<file path="config.mk">
export PLATFORM = sky130hd
export DESIGN_NAME = dtc_dual_timer_counter
export DESIGN_NICKNAME = d
export VERILOG_FILES = /design/src/rtl/dtc_pkg.sv /design/src/rtl/dtc_dual_timer_counter.sv
export SDC_FILE = /design/constraint.sdc
export NUM_CORES = 1
export LEC_CHECK = 0
export BUFFER_PORTS_ARGS = -buffer_cell sky130_fd_sc_hd__buf_4
export CAP_MARGIN = 20
export CORE_UTILIZATION = 48
export CTS_CLUSTER_DIAMETER = 30
export DETAILED_ROUTE_END_ITERATION = 16
export PLACE_DENSITY = 0.66
export SLEW_MARGIN = 10
export SYNTH_ARGS = -nofsm -noshare
export SYNTH_HDL_FRONTEND = slang
export SYNTH_SLANG_ARGS = --single-unit
</file>
<file path="constraint.sdc">
create_clock -name i_clk -period 11.5 [get_ports i_clk]
set_input_delay 2.3 -clock i_clk [delete_from_list [all_inputs] [get_ports i_clk]]
set_output_delay 2.3 -clock i_clk [all_outputs]
set_load 0.1 [all_outputs]
</file>
<file path="src/rtl/dtc_pkg.sv">
// Package for the dual timer/counter: register offsets, field positions,
// reset values and mode codes. Shared by the design and its bench.
`default_nettype none
package dtc_pkg;

  // Register offsets on the plain register port
  localparam logic [7:0] DTC_ADDR_CTRL    = 8'h88;
  localparam logic [7:0] DTC_ADDR_MODE    = 8'h89;
  localparam logic [7:0] DTC_ADDR_LOW0    = 8'h8A;
  localparam logic [7:0] DTC_ADDR_LOW1    = 8'h8B;
  localparam logic [7:0] DTC_ADDR_HIGH0   = 8'h8C;
  localparam logic [7:0] DTC_ADDR_HIGH1   = 8'h8D;
  localparam logic [7:0] DTC_ADDR_MODEX   = 8'h8F;
  localparam logic [7:0] DTC_ADDR_AUX     = 8'hA2;
  localparam logic [7:0] DTC_ADDR_ACK     = 8'hA3;

  // Control/status register fields
  localparam int DTC_IT0 = 0;
  localparam int DTC_IE0 = 1;
  localparam int DTC_IT1 = 2;
  localparam int DTC_IE1 = 3;
  localparam int DTC_TR0 = 4;
  localparam int DTC_TF0 = 5;
  localparam int DTC_TR1 = 6;
  localparam int DTC_TF1 = 7;

  // Mode register fields (per timer nibble: mode bits 0..1, select, gate)
  localparam int DTC_MODE_T1_LSB = 4;
  localparam int DTC_SEL_BIT     = 2;
  localparam int DTC_GATE_BIT    = 3;
  // Extended mode register: top mode bit of each timer
  localparam int DTC_MX_T0 = 0;
  localparam int DTC_MX_T1 = 4;
  // Auxiliary register: toggle output enables
  localparam int DTC_TOGGLE_OUT_ENABLE_0 = 0;
  localparam int DTC_TOGGLE_OUT_ENABLE_1 = 1;
  // Acknowledge register: one bit per vectored interrupt
  localparam int DTC_ACK_EX0 = 0;
  localparam int DTC_ACK_T0  = 1;
  localparam int DTC_ACK_EX1 = 2;
  localparam int DTC_ACK_T1  = 3;

  localparam logic [7:0] DTC_CTRL_RST = 8'h00;
  localparam logic [7:0] DTC_MODE_RST = 8'h00;
  localparam logic [7:0] DTC_BYTE_RST = 8'h00;
  localparam logic [7:0] DTC_PRE_MAX  = 8'h1F;
  localparam logic [7:0] DTC_PWM_HI   = 8'hFF;
  localparam logic [7:0] DTC_PWM_LO   = 8'h00;
  localparam logic [1:0] DTC_PIN_RST  = 2'h3;

  // Mode field codes
  localparam logic [2:0] DTC_M_PRE13  = 3'h0;
  localparam logic [2:0] DTC_M_FULL16 = 3'h1;
  localparam logic [2:0] DTC_M_RELOAD = 3'h2;
  localparam logic [2:0] DTC_M_SPLIT  = 3'h3;
  localparam logic [2:0] DTC_M_PWM    = 3'h6;

endpackage
`default_nettype wire
</file>
<file path="src/rtl/dtc_dual_timer_counter.sv">
// Two timer/counters with shared control/status, modes 0,1,2,3,6,
// external interrupt flags and overflow toggle outputs.
// Assumes a simple register port (read data one cycle later) and
// asynchronous pins that are synchronised here.
// Contract
// - Mode 0: 13-bit count, high byte plus low five bits prescaler
// - Wrap from all ones to zero sets that timer's overflow flag
// - Count only when run bit set and gate clear or pin high
// - Setting run bit leaves count bytes unchanged
// - Mode 1: full 16-bit count, no prescaler
// - Mode 2: low byte counts, reloads from high byte on overflow
// - Timer 1 in mode 3 is stopped, like run bit cleared
// - Timer 0 mode 3: low byte is 8-bit timer with timer 0 controls
// - Timer 0 mode 3: high byte counts clocks, uses timer 1 run/flag
// - Timer 1 starts/stops via own mode 3 while timer 0 split
// - Mode 6: PWM with period 256 timer clocks, reload-like
// - Mode 6: flag low for high-byte clocks, high for rest
// - Mode 6: 00h forces pin high, FFh forces pin low
// - Mode 6: hardware sets and clears flag as waveform
// - Mode 6: rising flag still interrupts; software may clear
// - Flags bits 5,7 set on overflow; cleared by vector or software
// - Type bits 0,2: set edge triggered, clear level triggered
// - Edge flags bits 1,3 set on edge; cleared by ack or software
// - Toggle enable inverts the count pin on each overflow
// - Pin driven 1 after toggle enabled until first overflow
// - Mode codes 000,001,010,011,110; others reserved
// - Select clear counts core clock, set counts pin events
//
// Our own choice: the strobed register port.
`timescale 1ns/1ps
`default_nettype none
module dtc_dual_timer_counter
  import dtc_pkg::*;
(
  // Clock and reset
  input  wire logic       i_clk,
  input  wire logic       i_rst,
  // Register port
  input  wire logic [7:0] i_addr,
  input  wire logic [7:0] i_wdata,
  input  wire logic       i_wr,
  input  wire logic       i_rd,
  output logic      [7:0] o_rdata,
  // Pins: count inputs, external interrupt inputs (active low)
  input  wire logic [1:0] i_count_pin,
  input  wire logic [1:0] i_ext_int_pin_n,
  // Pin outputs: toggle/PWM drive
  output logic      [1:0] o_pin_out,
  output logic      [1:0] o_pin_oe,
  // Interrupt requests to the core
  output logic      [1:0] o_timer_irq,
  output logic      [1:0] o_ext_irq
);

  typedef struct packed {
    logic [7:0] ctrl;
    logic [7:0] mode;
    logic [1:0] modex0;
    logic [1:0] ent;
    logic [7:0] low0;
    logic [7:0] low1;
    logic [7:0] high0;
    logic [7:0] high1;
    logic [1:0] cnt_s1;
    logic [1:0] cnt_s2;
    logic [1:0] cnt_old;
    logic [1:0] int_s1;
    logic [1:0] int_s2;
    logic [1:0] int_old;
    logic [1:0] pin;
    logic [1:0] pwm_old;
    logic [7:0] rdata;
  } dtc_state_t;

  dtc_state_t s_reg;
  dtc_state_t s_next;

  logic [2:0] mode0;
  logic [2:0] mode1;
  logic [1:0] tick;
  logic [1:0] run_ok;
  logic [1:0] ext_hi;
  logic [1:0] ovf;
  logic [1:0] tf_set;
  logic       split;
  logic       pwm0;
  logic       pwm1;
  logic [7:0] wr_low0;
  logic [7:0] wr_low1;
  logic [7:0] wr_high0;
  logic [7:0] wr_high1;
  logic [1:0] ent_rise;
  logic [1:0] wave;
  logic       pwm0_nx;
  logic       pwm1_nx;

  assign mode0 = {s_reg.modex0[0], s_reg.mode[1:0]};
  assign mode1 = {s_reg.modex0[1],
                  s_reg.mode[DTC_MODE_T1_LSB+1:DTC_MODE_T1_LSB]};
  assign split = (mode0 == DTC_M_SPLIT);
  assign pwm0  = (mode0 == DTC_M_PWM);
  assign pwm1  = (mode1 == DTC_M_PWM);
  // Synced copy is inverted; the gate wants the pin's own high level
  assign ext_hi = ~s_reg.int_s2;

  // Per-timer count source and enable
  for (genvar n = 0; n < 2; n++)
  begin : g_src
    logic sel;
    logic gate;
    logic fall;
    assign sel  = s_reg.mode[4*n + DTC_SEL_BIT];
    assign gate = s_reg.mode[4*n + DTC_GATE_BIT];
    // Falling edge seen on the second sync stage only
    assign fall = s_reg.cnt_old[n] & ~s_reg.cnt_s2[n];
    assign tick[n] = sel ? fall : 1'b1;
    assign run_ok[n] = s_reg.ctrl[4 + 2*n]
                       & (~gate | ext_hi[n]);
  end

  always_comb
  begin
    s_next   = s_reg;
    ovf      = 2'b00;
    tf_set   = 2'b00;
    ent_rise = 2'b00;

    // Synchronisers and edge history
    s_next.cnt_s1  = i_count_pin;
    s_next.cnt_s2  = s_reg.cnt_s1;
    s_next.cnt_old = s_reg.cnt_s2;
    s_next.int_s1  = ~i_ext_int_pin_n;
    s_next.int_s2  = s_reg.int_s1;
    s_next.int_old = s_reg.int_s2;

    // Software writes land first; hardware counting then overrides
    wr_low0  = s_reg.low0;
    wr_low1  = s_reg.low1;
    wr_high0 = s_reg.high0;
    wr_high1 = s_reg.high1;
    if (i_wr)
    begin
      case (i_addr)
        DTC_ADDR_CTRL:  s_next.ctrl = i_wdata;
        DTC_ADDR_MODE:  s_next.mode = i_wdata;
        DTC_ADDR_MODEX:
          s_next.modex0 = {i_wdata[DTC_MX_T1], i_wdata[DTC_MX_T0]};
        DTC_ADDR_AUX:
        begin
          s_next.ent = {i_wdata[DTC_TOGGLE_OUT_ENABLE_1], i_wdata[DTC_TOGGLE_OUT_ENABLE_0]};
          ent_rise = s_next.ent & ~s_reg.ent;
        end
        DTC_ADDR_LOW0:  wr_low0  = i_wdata;
        DTC_ADDR_LOW1:  wr_low1  = i_wdata;
        DTC_ADDR_HIGH0: wr_high0 = i_wdata;
        DTC_ADDR_HIGH1: wr_high1 = i_wdata;
        DTC_ADDR_ACK:
        begin
          if (i_wdata[DTC_ACK_EX0]) s_next.ctrl[DTC_IE0] = 1'b0;
          if (i_wdata[DTC_ACK_EX1]) s_next.ctrl[DTC_IE1] = 1'b0;
          if (i_wdata[DTC_ACK_T0] && !pwm0)
            s_next.ctrl[DTC_TF0] = 1'b0;
          if (i_wdata[DTC_ACK_T1] && !pwm1)
            s_next.ctrl[DTC_TF1] = 1'b0;
        end
        default: ;
      endcase
    end
    // Run bit writes never touch counts
    s_next.low0  = wr_low0;
    s_next.low1  = wr_low1;
    s_next.high0 = wr_high0;
    s_next.high1 = wr_high1;

    // Timer 0
    if (run_ok[0] && tick[0])
    begin
      case (mode0)
        DTC_M_PRE13:
        begin
          s_next.low0 = {3'h0, wr_low0[4:0] + 5'h01};
          if (wr_low0[4:0] == DTC_PRE_MAX[4:0])
          begin
            s_next.high0 = wr_high0 + 8'h01;
            ovf[0] = (wr_high0 == 8'hFF);
          end
        end
        DTC_M_FULL16:
        begin
          {s_next.high0, s_next.low0} = {wr_high0, wr_low0} + 16'h0001;
          ovf[0] = ({wr_high0, wr_low0} == 16'hFFFF);
        end
        DTC_M_RELOAD:
        begin
          ovf[0] = (wr_low0 == 8'hFF);
          s_next.low0 = ovf[0] ? wr_high0 : wr_low0 + 8'h01;
        end
        // No reload here: the period must stay 256 whatever the duty
        DTC_M_PWM:
        begin
          ovf[0] = (wr_low0 == 8'hFF);
          s_next.low0 = wr_low0 + 8'h01;
        end
        DTC_M_SPLIT:
        begin
          ovf[0] = (wr_low0 == 8'hFF);
          s_next.low0 = wr_low0 + 8'h01;
        end
        default: ;
      endcase
    end
    // Split high byte counts core clocks under the second run bit
    if (split && s_reg.ctrl[DTC_TR1])
    begin
      s_next.high0 = wr_high0 + 8'h01;
      tf_set[1] = (wr_high0 == 8'hFF);
    end

    // Timer 1: mode 3 stops it; still runs while timer 0 is split
    if (run_ok[1] && tick[1] && mode1 != DTC_M_SPLIT)
    begin
      case (mode1)
        DTC_M_PRE13:
        begin
          s_next.low1 = {3'h0, wr_low1[4:0] + 5'h01};
          if (wr_low1[4:0] == DTC_PRE_MAX[4:0])
          begin
            s_next.high1 = wr_high1 + 8'h01;
            ovf[1] = (wr_high1 == 8'hFF);
          end
        end
        DTC_M_FULL16:
        begin
          {s_next.high1, s_next.low1} = {wr_high1, wr_low1} + 16'h0001;
          ovf[1] = ({wr_high1, wr_low1} == 16'hFFFF);
        end
        DTC_M_RELOAD:
        begin
          ovf[1] = (wr_low1 == 8'hFF);
          s_next.low1 = ovf[1] ? wr_high1 : wr_low1 + 8'h01;
        end
        DTC_M_PWM:
        begin
          ovf[1] = (wr_low1 == 8'hFF);
          s_next.low1 = wr_low1 + 8'h01;
        end
        default: ;
      endcase
    end

    // Overflow flags; split mode steals timer 1's flag
    tf_set[0] = ovf[0] & ~pwm0;
    if (!split)
      tf_set[1] = ovf[1] & ~pwm1;
    if (tf_set[0]) s_next.ctrl[DTC_TF0] = 1'b1;
    if (tf_set[1]) s_next.ctrl[DTC_TF1] = 1'b1;
    // PWM wave: low while low byte below high byte, high for the rest; held low whenever high byte is FFh
    wave[0] = (s_next.low0 >= s_next.high0)
              && (s_next.high0 != DTC_PWM_HI);
    wave[1] = (s_next.low1 >= s_next.high1)
              && (s_next.high1 != DTC_PWM_HI);
    // Flag moves only on wave edges, so a software clear holds till
    // the next rise; a rise in the same cycle as the clear wins
    if (pwm0 && wave[0] != s_reg.pwm_old[0])
      s_next.ctrl[DTC_TF0] = wave[0];
    if (pwm1 && wave[1] != s_reg.pwm_old[1])
      s_next.ctrl[DTC_TF1] = wave[1];
    s_next.pwm_old = wave;

    // External interrupt flags: edge mode latches falling pins
    if (s_reg.ctrl[DTC_IT0])
    begin
      if (s_reg.int_s2[0] & ~s_reg.int_old[0])
        s_next.ctrl[DTC_IE0] = 1'b1;
    end
    else
      s_next.ctrl[DTC_IE0] = s_reg.int_s2[0];
    if (s_reg.ctrl[DTC_IT1])
    begin
      if (s_reg.int_s2[1] & ~s_reg.int_old[1])
        s_next.ctrl[DTC_IE1] = 1'b1;
    end
    else
      s_next.ctrl[DTC_IE1] = s_reg.int_s2[1];

    // Toggle and PWM pin drive
    for (int n = 0; n < 2; n++)
    begin
      if (ent_rise[n])
        s_next.pin[n] = 1'b1;
      else if (s_next.ent[n] && ovf[n])
        s_next.pin[n] = ~s_reg.pin[n];
    end
    // Decode the mode being entered so the pin never lags a mode write
    pwm0_nx = ({s_next.modex0[0], s_next.mode[1:0]} == DTC_M_PWM);
    pwm1_nx = ({s_next.modex0[1],
                s_next.mode[DTC_MODE_T1_LSB+1:DTC_MODE_T1_LSB]}
               == DTC_M_PWM);
    if (pwm0_nx)
      s_next.pin[0] = (s_next.high0 == DTC_PWM_LO) ? 1'b1 :
                      wave[0];
    if (pwm1_nx)
      s_next.pin[1] = (s_next.high1 == DTC_PWM_LO) ? 1'b1 :
                      wave[1];

    // Read data stands one cycle after the strobe
    s_next.rdata = 8'h00;
    if (i_rd)
    begin
      case (i_addr)
        DTC_ADDR_CTRL:  s_next.rdata = s_reg.ctrl;
        DTC_ADDR_MODE:  s_next.rdata = s_reg.mode;
        DTC_ADDR_MODEX: s_next.rdata = {3'h0, s_reg.modex0[1], 3'h0,
                                        s_reg.modex0[0]};
        DTC_ADDR_AUX:   s_next.rdata = {6'h00, s_reg.ent};
        DTC_ADDR_LOW0:  s_next.rdata = s_reg.low0;
        DTC_ADDR_LOW1:  s_next.rdata = s_reg.low1;
        DTC_ADDR_HIGH0: s_next.rdata = s_reg.high0;
        DTC_ADDR_HIGH1: s_next.rdata = s_reg.high1;
        default:        s_next.rdata = 8'h00;
      endcase
    end
  end

  always_ff @(posedge i_clk or posedge i_rst)
  begin
    if (i_rst)
    begin
      s_reg        <= '0;
      s_reg.ctrl   <= DTC_CTRL_RST;
      s_reg.mode   <= DTC_MODE_RST;
      s_reg.low0   <= DTC_BYTE_RST;
      s_reg.low1   <= DTC_BYTE_RST;
      s_reg.high0  <= DTC_BYTE_RST;
      s_reg.high1  <= DTC_BYTE_RST;
      s_reg.pin    <= DTC_PIN_RST;
    end
    else
      s_reg <= s_next;
  end

  assign o_rdata     = s_reg.rdata;
  assign o_pin_out   = s_reg.pin;
  assign o_pin_oe    = s_reg.ent | {pwm1, pwm0};
  assign o_timer_irq = {s_reg.ctrl[DTC_TF1], s_reg.ctrl[DTC_TF0]};
  assign o_ext_irq   = {s_reg.ctrl[DTC_IE1], s_reg.ctrl[DTC_IE0]};

  // Assertions
  a_run_hold_bytes: assert property (@(posedge i_clk)
    disable iff (i_rst)
    (!s_reg.ctrl[DTC_TR0] && !i_wr && !split && mode0 != DTC_M_PWM)
    |=> $stable(s_reg.low0)) else $error("timer0 moved while stopped");
  a_wrap_sets_flag: assert property (@(posedge i_clk)
    disable iff (i_rst)
    (ovf[0] && !pwm0) |=> s_reg.ctrl[DTC_TF0])
    else $error("overflow flag not set");
  a_t1_split_stop: assert property (@(posedge i_clk)
    disable iff (i_rst)
    (mode1 == DTC_M_SPLIT && !i_wr) |=> $stable(s_reg.low1))
    else $error("timer1 counted in mode 3");
  a_reload_value: assert property (@(posedge i_clk)
    disable iff (i_rst)
    (ovf[0] && mode0 == DTC_M_RELOAD && !i_wr)
    |=> s_reg.low0 == $past(s_reg.high0))
    else $error("reload wrong");
  a_reload_t1: assert property (@(posedge i_clk)
    disable iff (i_rst)
    (ovf[1] && mode1 == DTC_M_RELOAD && !i_wr)
    |=> s_reg.low1 == $past(s_reg.high1))
    else $error("timer1 reload wrong");
  a_split_hi_cnt: assert property (@(posedge i_clk)
    disable iff (i_rst)
    (split && s_reg.ctrl[DTC_TR1] && !i_wr)
    |=> s_reg.high0 == $past(s_reg.high0) + 8'h01)
    else $error("split high byte stalled");
  a_pwm_force_lo: assert property (@(posedge i_clk)
    disable iff (i_rst)
    (pwm0 && s_reg.high0 == DTC_PWM_HI && $stable(s_reg.high0))
    |-> !s_reg.pin[0]) else $error("pwm FFh pin not low");
  a_toggle_start: assert property (@(posedge i_clk)
    disable iff (i_rst)
    ent_rise[0] && !pwm0 |=> s_reg.pin[0])
    else $error("toggle pin not high at enable");
  a_edge_flag_set: assert property (@(posedge i_clk)
    disable iff (i_rst)
    (s_reg.ctrl[DTC_IT0] && s_reg.int_s2[0] && !s_reg.int_old[0])
    |=> s_reg.ctrl[DTC_IE0]) else $error("edge flag missed");

endmodule
`default_nettype wire

</file>
# --- After elaboration in Yosys (flattened, before gate mapping) ---
# Index checks and enable logic that the tools add are counted.
totals:
  register_bits: 76
  word_cells: 197
  out_inout_bits: 16
classes:
  eq_ne: 39
  addsub: 8
  n_lt_le_gt_ge: 2
  n_mux: 67
  bitwise: 25
  n_reduce_logical: 33
ops:
  columns: ["op", "n"]
  rows:
  - ["$mux W8", 19]
  - ["$eq A8 B8 Y1 const B", 13]
  - ["$pmux W8 S4", 2]
  - ["$pmux W8 S8", 1]
  - ["$add A16 B1 Y16 const B", 2]
  - ["$add A8 B1 Y8 const B", 4]
  - ["$eq A16 B16 Y1 const B", 2]
  - ["$mux W1", 32]
  - ["$pmux W8 S2", 2]
  - ["$mux W20", 1]
  - ["$ge A8 B8 Y1", 2]
  - ["$logic_not A8 Y1", 2]
  - ["$ne A4 B4 Y1 const B", 4]
  - ["$ne A8 B8 Y1 const B", 2]
  - ["$eq A3 B3 Y1 const B", 4]
  - ["$logic_and A1 B1 Y1", 12]
  - ["$reduce_and A3 Y1", 4]
  - ["$reduce_bool A3 Y1", 4]
  - ["$add A5 B1 Y5 const B", 2]
  - ["$eq A5 B5 Y1 const B", 2]
  - ["$not A1 Y1", 10]
  - ["$eq A3 B2 Y1 const B", 3]
  - ["$ne A3 B2 Y1 const B", 3]
  - ["$and A1 B1 Y1", 8]
  - ["16 further kinds", 34]

# --- Longest topological paths before layout ---
logic_depth:
  word_depth: 14
  mapped_depth: 26

# --- Worst setup path after synthesis ---
# No wires, ideal clock.
synth_path:
  path_kind: "input to register"
  from: "input port i_addr[2]"
  to: "register s_reg (netlist bit o_pin_out[1])"
  path_buffers: 3
  arrival_ps: 7120
  path_slack_ps: 4297
  stages: 26
  cell_sequence: "or4b_1 > buf_2 > nor3_1 > buf_2 > buf_1 > mux2i_1 > inv_1 > ha_1 > nand2_1 > or3_1 > mux2_2 > nor2_1 > o21a_1 > nor2_1 > a221oi_1 > a21o_1 > ha_1 > nand2b_1 > a21o_1 > a21o_1 > a21o_1 > a21o_1 > a21oi_1 > o21ai_0 > a22oi_1 > a21oi_1"
synth_via:
  elab_chain_cells: 11
synth_lines:
  columns: ["item", "line_no", "text"]
  rows:
  - ["from (decl)", "dtc_dual_timer_counter.sv:39", "input wire logic [7:0] i_addr,"]
  - ["$eq A8 B8 Y1", "dtc_dual_timer_counter.sv:143", "case (i_addr)"]
  - ["$mux W8", "dtc_dual_timer_counter.sv:143", null]
  - ["$mux W8", "dtc_dual_timer_counter.sv:141", "if (i_wr)"]
  - ["$add A8 B1 Y8 (tied with other cells)", "dtc_dual_timer_counter.sv:240, dtc_dual_timer_counter.sv:245", null]
  - ["$mux W8 (on tied branches)", "dtc_dual_timer_counter.sv:240, dtc_dual_timer_counter.sv:226", null]
  - ["$pmux W8 S4 / $pmux W8 S2 (equally long branches)", "dtc_dual_timer_counter.sv:222", "case (mode1)"]
  - ["$mux W8", "dtc_dual_timer_counter.sv:220", "if (run_ok[1] && tick[1] && mode1 != DTC_M_SPLIT)"]
  - ["$ge A8 B8 Y1 / $ne A8 B8 Y1 (equally long branches)", "dtc_dual_timer_counter.sv:260, dtc_dual_timer_counter.sv:261", null]
  - ["$logic_and A1 B1 Y1", "dtc_dual_timer_counter.sv:261", "&& (s_next.high1 != DTC_PWM_HI);"]
  - ["$mux W1", "dtc_dual_timer_counter.sv:303", "s_next.pin[1] = (s_next.high1 == DTC_PWM_LO) ? 1'b1 :"]
  - ["$mux W1", "dtc_dual_timer_counter.sv:302", "if (pwm1_nx)"]
  - ["to (signal assigned)", "dtc_dual_timer_counter.sv:339", "s_reg <= s_next;"]
  - ["to (decl)", "dtc_dual_timer_counter.sv:75", "dtc_state_t s_reg;"]
# Several ways; a longest one is shown, not always the timed one. The select of a mux whose other input is x is not followed.
# A chain may end at the register's enable or synchronous reset.

==> flow_summary.ini <==
[run_status]
status = finished clean

[grt]
grt_usage_pct = 34.06
grt_overflow = 0
grt_max_degree = 49
grt_pass1_wl_mm = 33.14
grt_pass1_vias = 5647
antenna_found_initial = 0

[sta]
period_share_pct = 68.19
drv_slew = 0
skew_ns = 0.009404
hold_violations = 0
tightest_slew_ns = 1.033
period_needed_ns = 7.842
rsz0062_at_grt = no
fmax_mhz = 127.5
fin_setup_tns_ns = 0
setup_viol_count_final = 0
relSlewSlack_pct = 31.01
holdWs_ns = 0.3520

[yosys]
syn-num-nets = 751
synth_top_cells_by_count = dfrtp_1 (74), nand2_1 (74), nor2_1 (43), mux2i_1 (39), mux2_2 (36)
syn_area_per_cell_sq_um = 8.718
synthTopCellsByArea = dfrtp_1 (30%), mux2_2 (6.6%), mux2i_1 (6.4%)
seq_area_frac_synth_pct = 30.99
synth.distinct_cells = 75
yosysWarnings = 0
synth_seq_cells = 76
synth_edf_count = 0
async_flop_share_pct = 100.0
synth_top_cell_by_area = dfrtp_1
syn_area_sq_um = 6146
netlist_instances = 705
synth_flop_cell = dfrtp_1
synth_top_area_share_pct = 30.13

[min_path]
hold-path-cell-count = 0
worstHoldPathType = register to register
hold_end = s_next[19]$_DFF_PP0_
worstHoldStart = s_next[21]$_DFF_PP0_

[final_layout]
largest_reg_flops = 44
final_nets = 757
area_delta_synth_final_pct = 9.670
drive_above_1_share_pct = 16.62
layout.cells.non_filler = 884
antennaDiodeCount = 0

[worst_setup_path]
r2r-start = s_reg[48]$_DFF_PP0_
rrSetupSlack_ns = 6.95
cp-end-kind = register
r2r-end = o_pin_out[0]$_DFFE_PP1P_
crit_chain = buf_4 -> or4b_1 -> nor3_4 -> mux2i_1 -> inv_1 -> ha_1 -> nor2b_1 -> nor2b_1 -> ha_1 -> nand2_1 -> o21ai_0 -> a21oi_1 -> xnor2_1 -> ha_1 -> nand2b_1 -> a21o_1 -> a21o_1 -> a21o_1 -> a21o_1 -> a21oi_1 -> o21a_1 -> nor2_1 -> o31a_1
critPathTopFamily = simple AND/OR/NAND/NOR gates
max_stage_delay_ns = 0.76
cpMaxStageDelayCell = nor3_4
crit_arrival_ns = 8.12
critPathKind = input pin to register
start_kind = input pin
cp_common_cell = a21o_1
required_ns = 11.78
path_buf_inv = 2
cp_max_fo = 19
reg2regPathDepth = 20

[placed_design]
portBuffers = 39
dpl.hpwl_mm = 16.12
gp_congestion = 1.035
dpl.cell_count = 868

[routing]
drt_iter0_markers = 797
dr.pass1.iters = 8
post_drt_wl_per_cell_microns = 24.09
viasPerCell = 6.743
ant_nets = 0
num_vias = 5961
drt-total-wl_mm = 21.30
drc_errors = 0

[floorplan]
rows = 40
die_area_sq_um = 13260
coreArea_sq_um = 12260
initial_core_util_pct = 50.12
dieWidth_microns = 115.2
fp.dieH_microns = 115.2
io_pins = 40

[clock_network]
cts_sinks = 76
cts_hold_buf = 0
cts_made_buffers = 9
clk_latency_ns = 0.35
cts_root_buffer = clkbuf_16
cts_tree = built
clk_path_buf_depth = 2
htree_levels = 3
cts_resized = 0
clk_pin_slew_ns = 0.06
cts_setup_buffers = 0

[job]
drv_cap = 0

[power_and_ir_drop]
ir_worst_vdd_uv = 137.0
finalPower_w = 0.0009632
leakage_nw = 2.628
p_per_area_nw_per_um2 = 142.9
-- power by group --
part / switching, W / leakage, nW / internal (W)
logic: 0.000215 / 1.55 / 0.000125
registers: 0.0000476 / 0.951 / 0.000303
clock network: 0.000121 / 0.128 / 0.000152
-- worst max path at each step --
stage	to	startpoint	slack (ns)	cells after the start
2_1_floorplan	o_pin_out[1]$_DFFE_PP1P_	i_addr[2]	4.30	26
5_1_grt	o_pin_out[0]$_DFFE_PP1P_	i_addr[2]	3.19	23
3_5_place_dp	o_pin_out[0]$_DFFE_PP1P_	i_addr[2]	3.42	23
3_3_place_gp	o_pin_out[0]$_DFFE_PP1P_	i_addr[2]	3.55	23
6_report	o_pin_out[0]$_DFFE_PP1P_	i_addr[2]	3.66	23
4_1_cts	o_pin_out[0]$_DFFE_PP1P_	i_addr[2]	3.72	23
-- final cells by class --
type	count	area, sq um
clock buffers	11	242.7
clock inverters	5	36.28
fillers	1119	5522
inverters	31	117.6
multi-input cells	547	3884
flip-flops and latches	76	1904
well taps	168	210.2
repair buffers	46	345.3
-- cell usage in the layout (no fill, tap or decap), types with 11 or more instances in the layout --
| cell type | instances |
|---|---|
| nand2b_1 | 12 |
| ha_1 | 22 |
| nand3_1 | 25 |
| nand4_1 | 18 |
| nor3_1 | 15 |
| o21ai_0 | 26 |
| nor2_1 | 43 |
| mux2i_1 | 39 |
| a21oi_1 | 31 |
| a21o_1 | 11 |
| dfrtp_1 | 74 |
| inv_1 | 30 |
| buf_4 | 46 |
| nand2_1 | 74 |
| mux2_2 | 36 |
| a31oi_1 | 15 |
-- metrics by stage --
stage / setup WS [ns] / instance area [sq um] / util, %
3_3_place_gp: 3.551 / 6461 / 52.69
5_1_grt: 3.189 / 6740 / 54.97
3_5_place_dp: 3.422 / 6461 / 52.69
2_1_floorplan: 4.297 / 6146 / -
4_1_cts: 3.717 / 6740 / 54.97
6_report: 3.658 / 6740 / 54.97
-- layer usage --
metal | track usage, % | up-vias | share of wire (%)
met5 | 0 | - | 0
met4 | 12.55 | 0 | 2.9
met3 | 10.28 | 52 | 13
met2 | 49.64 | 397 | 42
met1 | 47.47 | 2872 | 42
li1 | - | 2640 | -
-- cells by family (layout without fill, tap and decap cells) --
family                     Yosys count  after routing  synth area share, %
DFF                                 76             76                30.99
muxes                               80             80                14.78
buffers and inverters               82             93                5.985
adders and majority gates           22             22                4.479
and+or+nand+nor                    253            253                21.34
AOI/OAI and AO/OA                  181            181                20.87
xor gates and xnor gates            11             11                1.568
(Power assumes the default switching activity.)
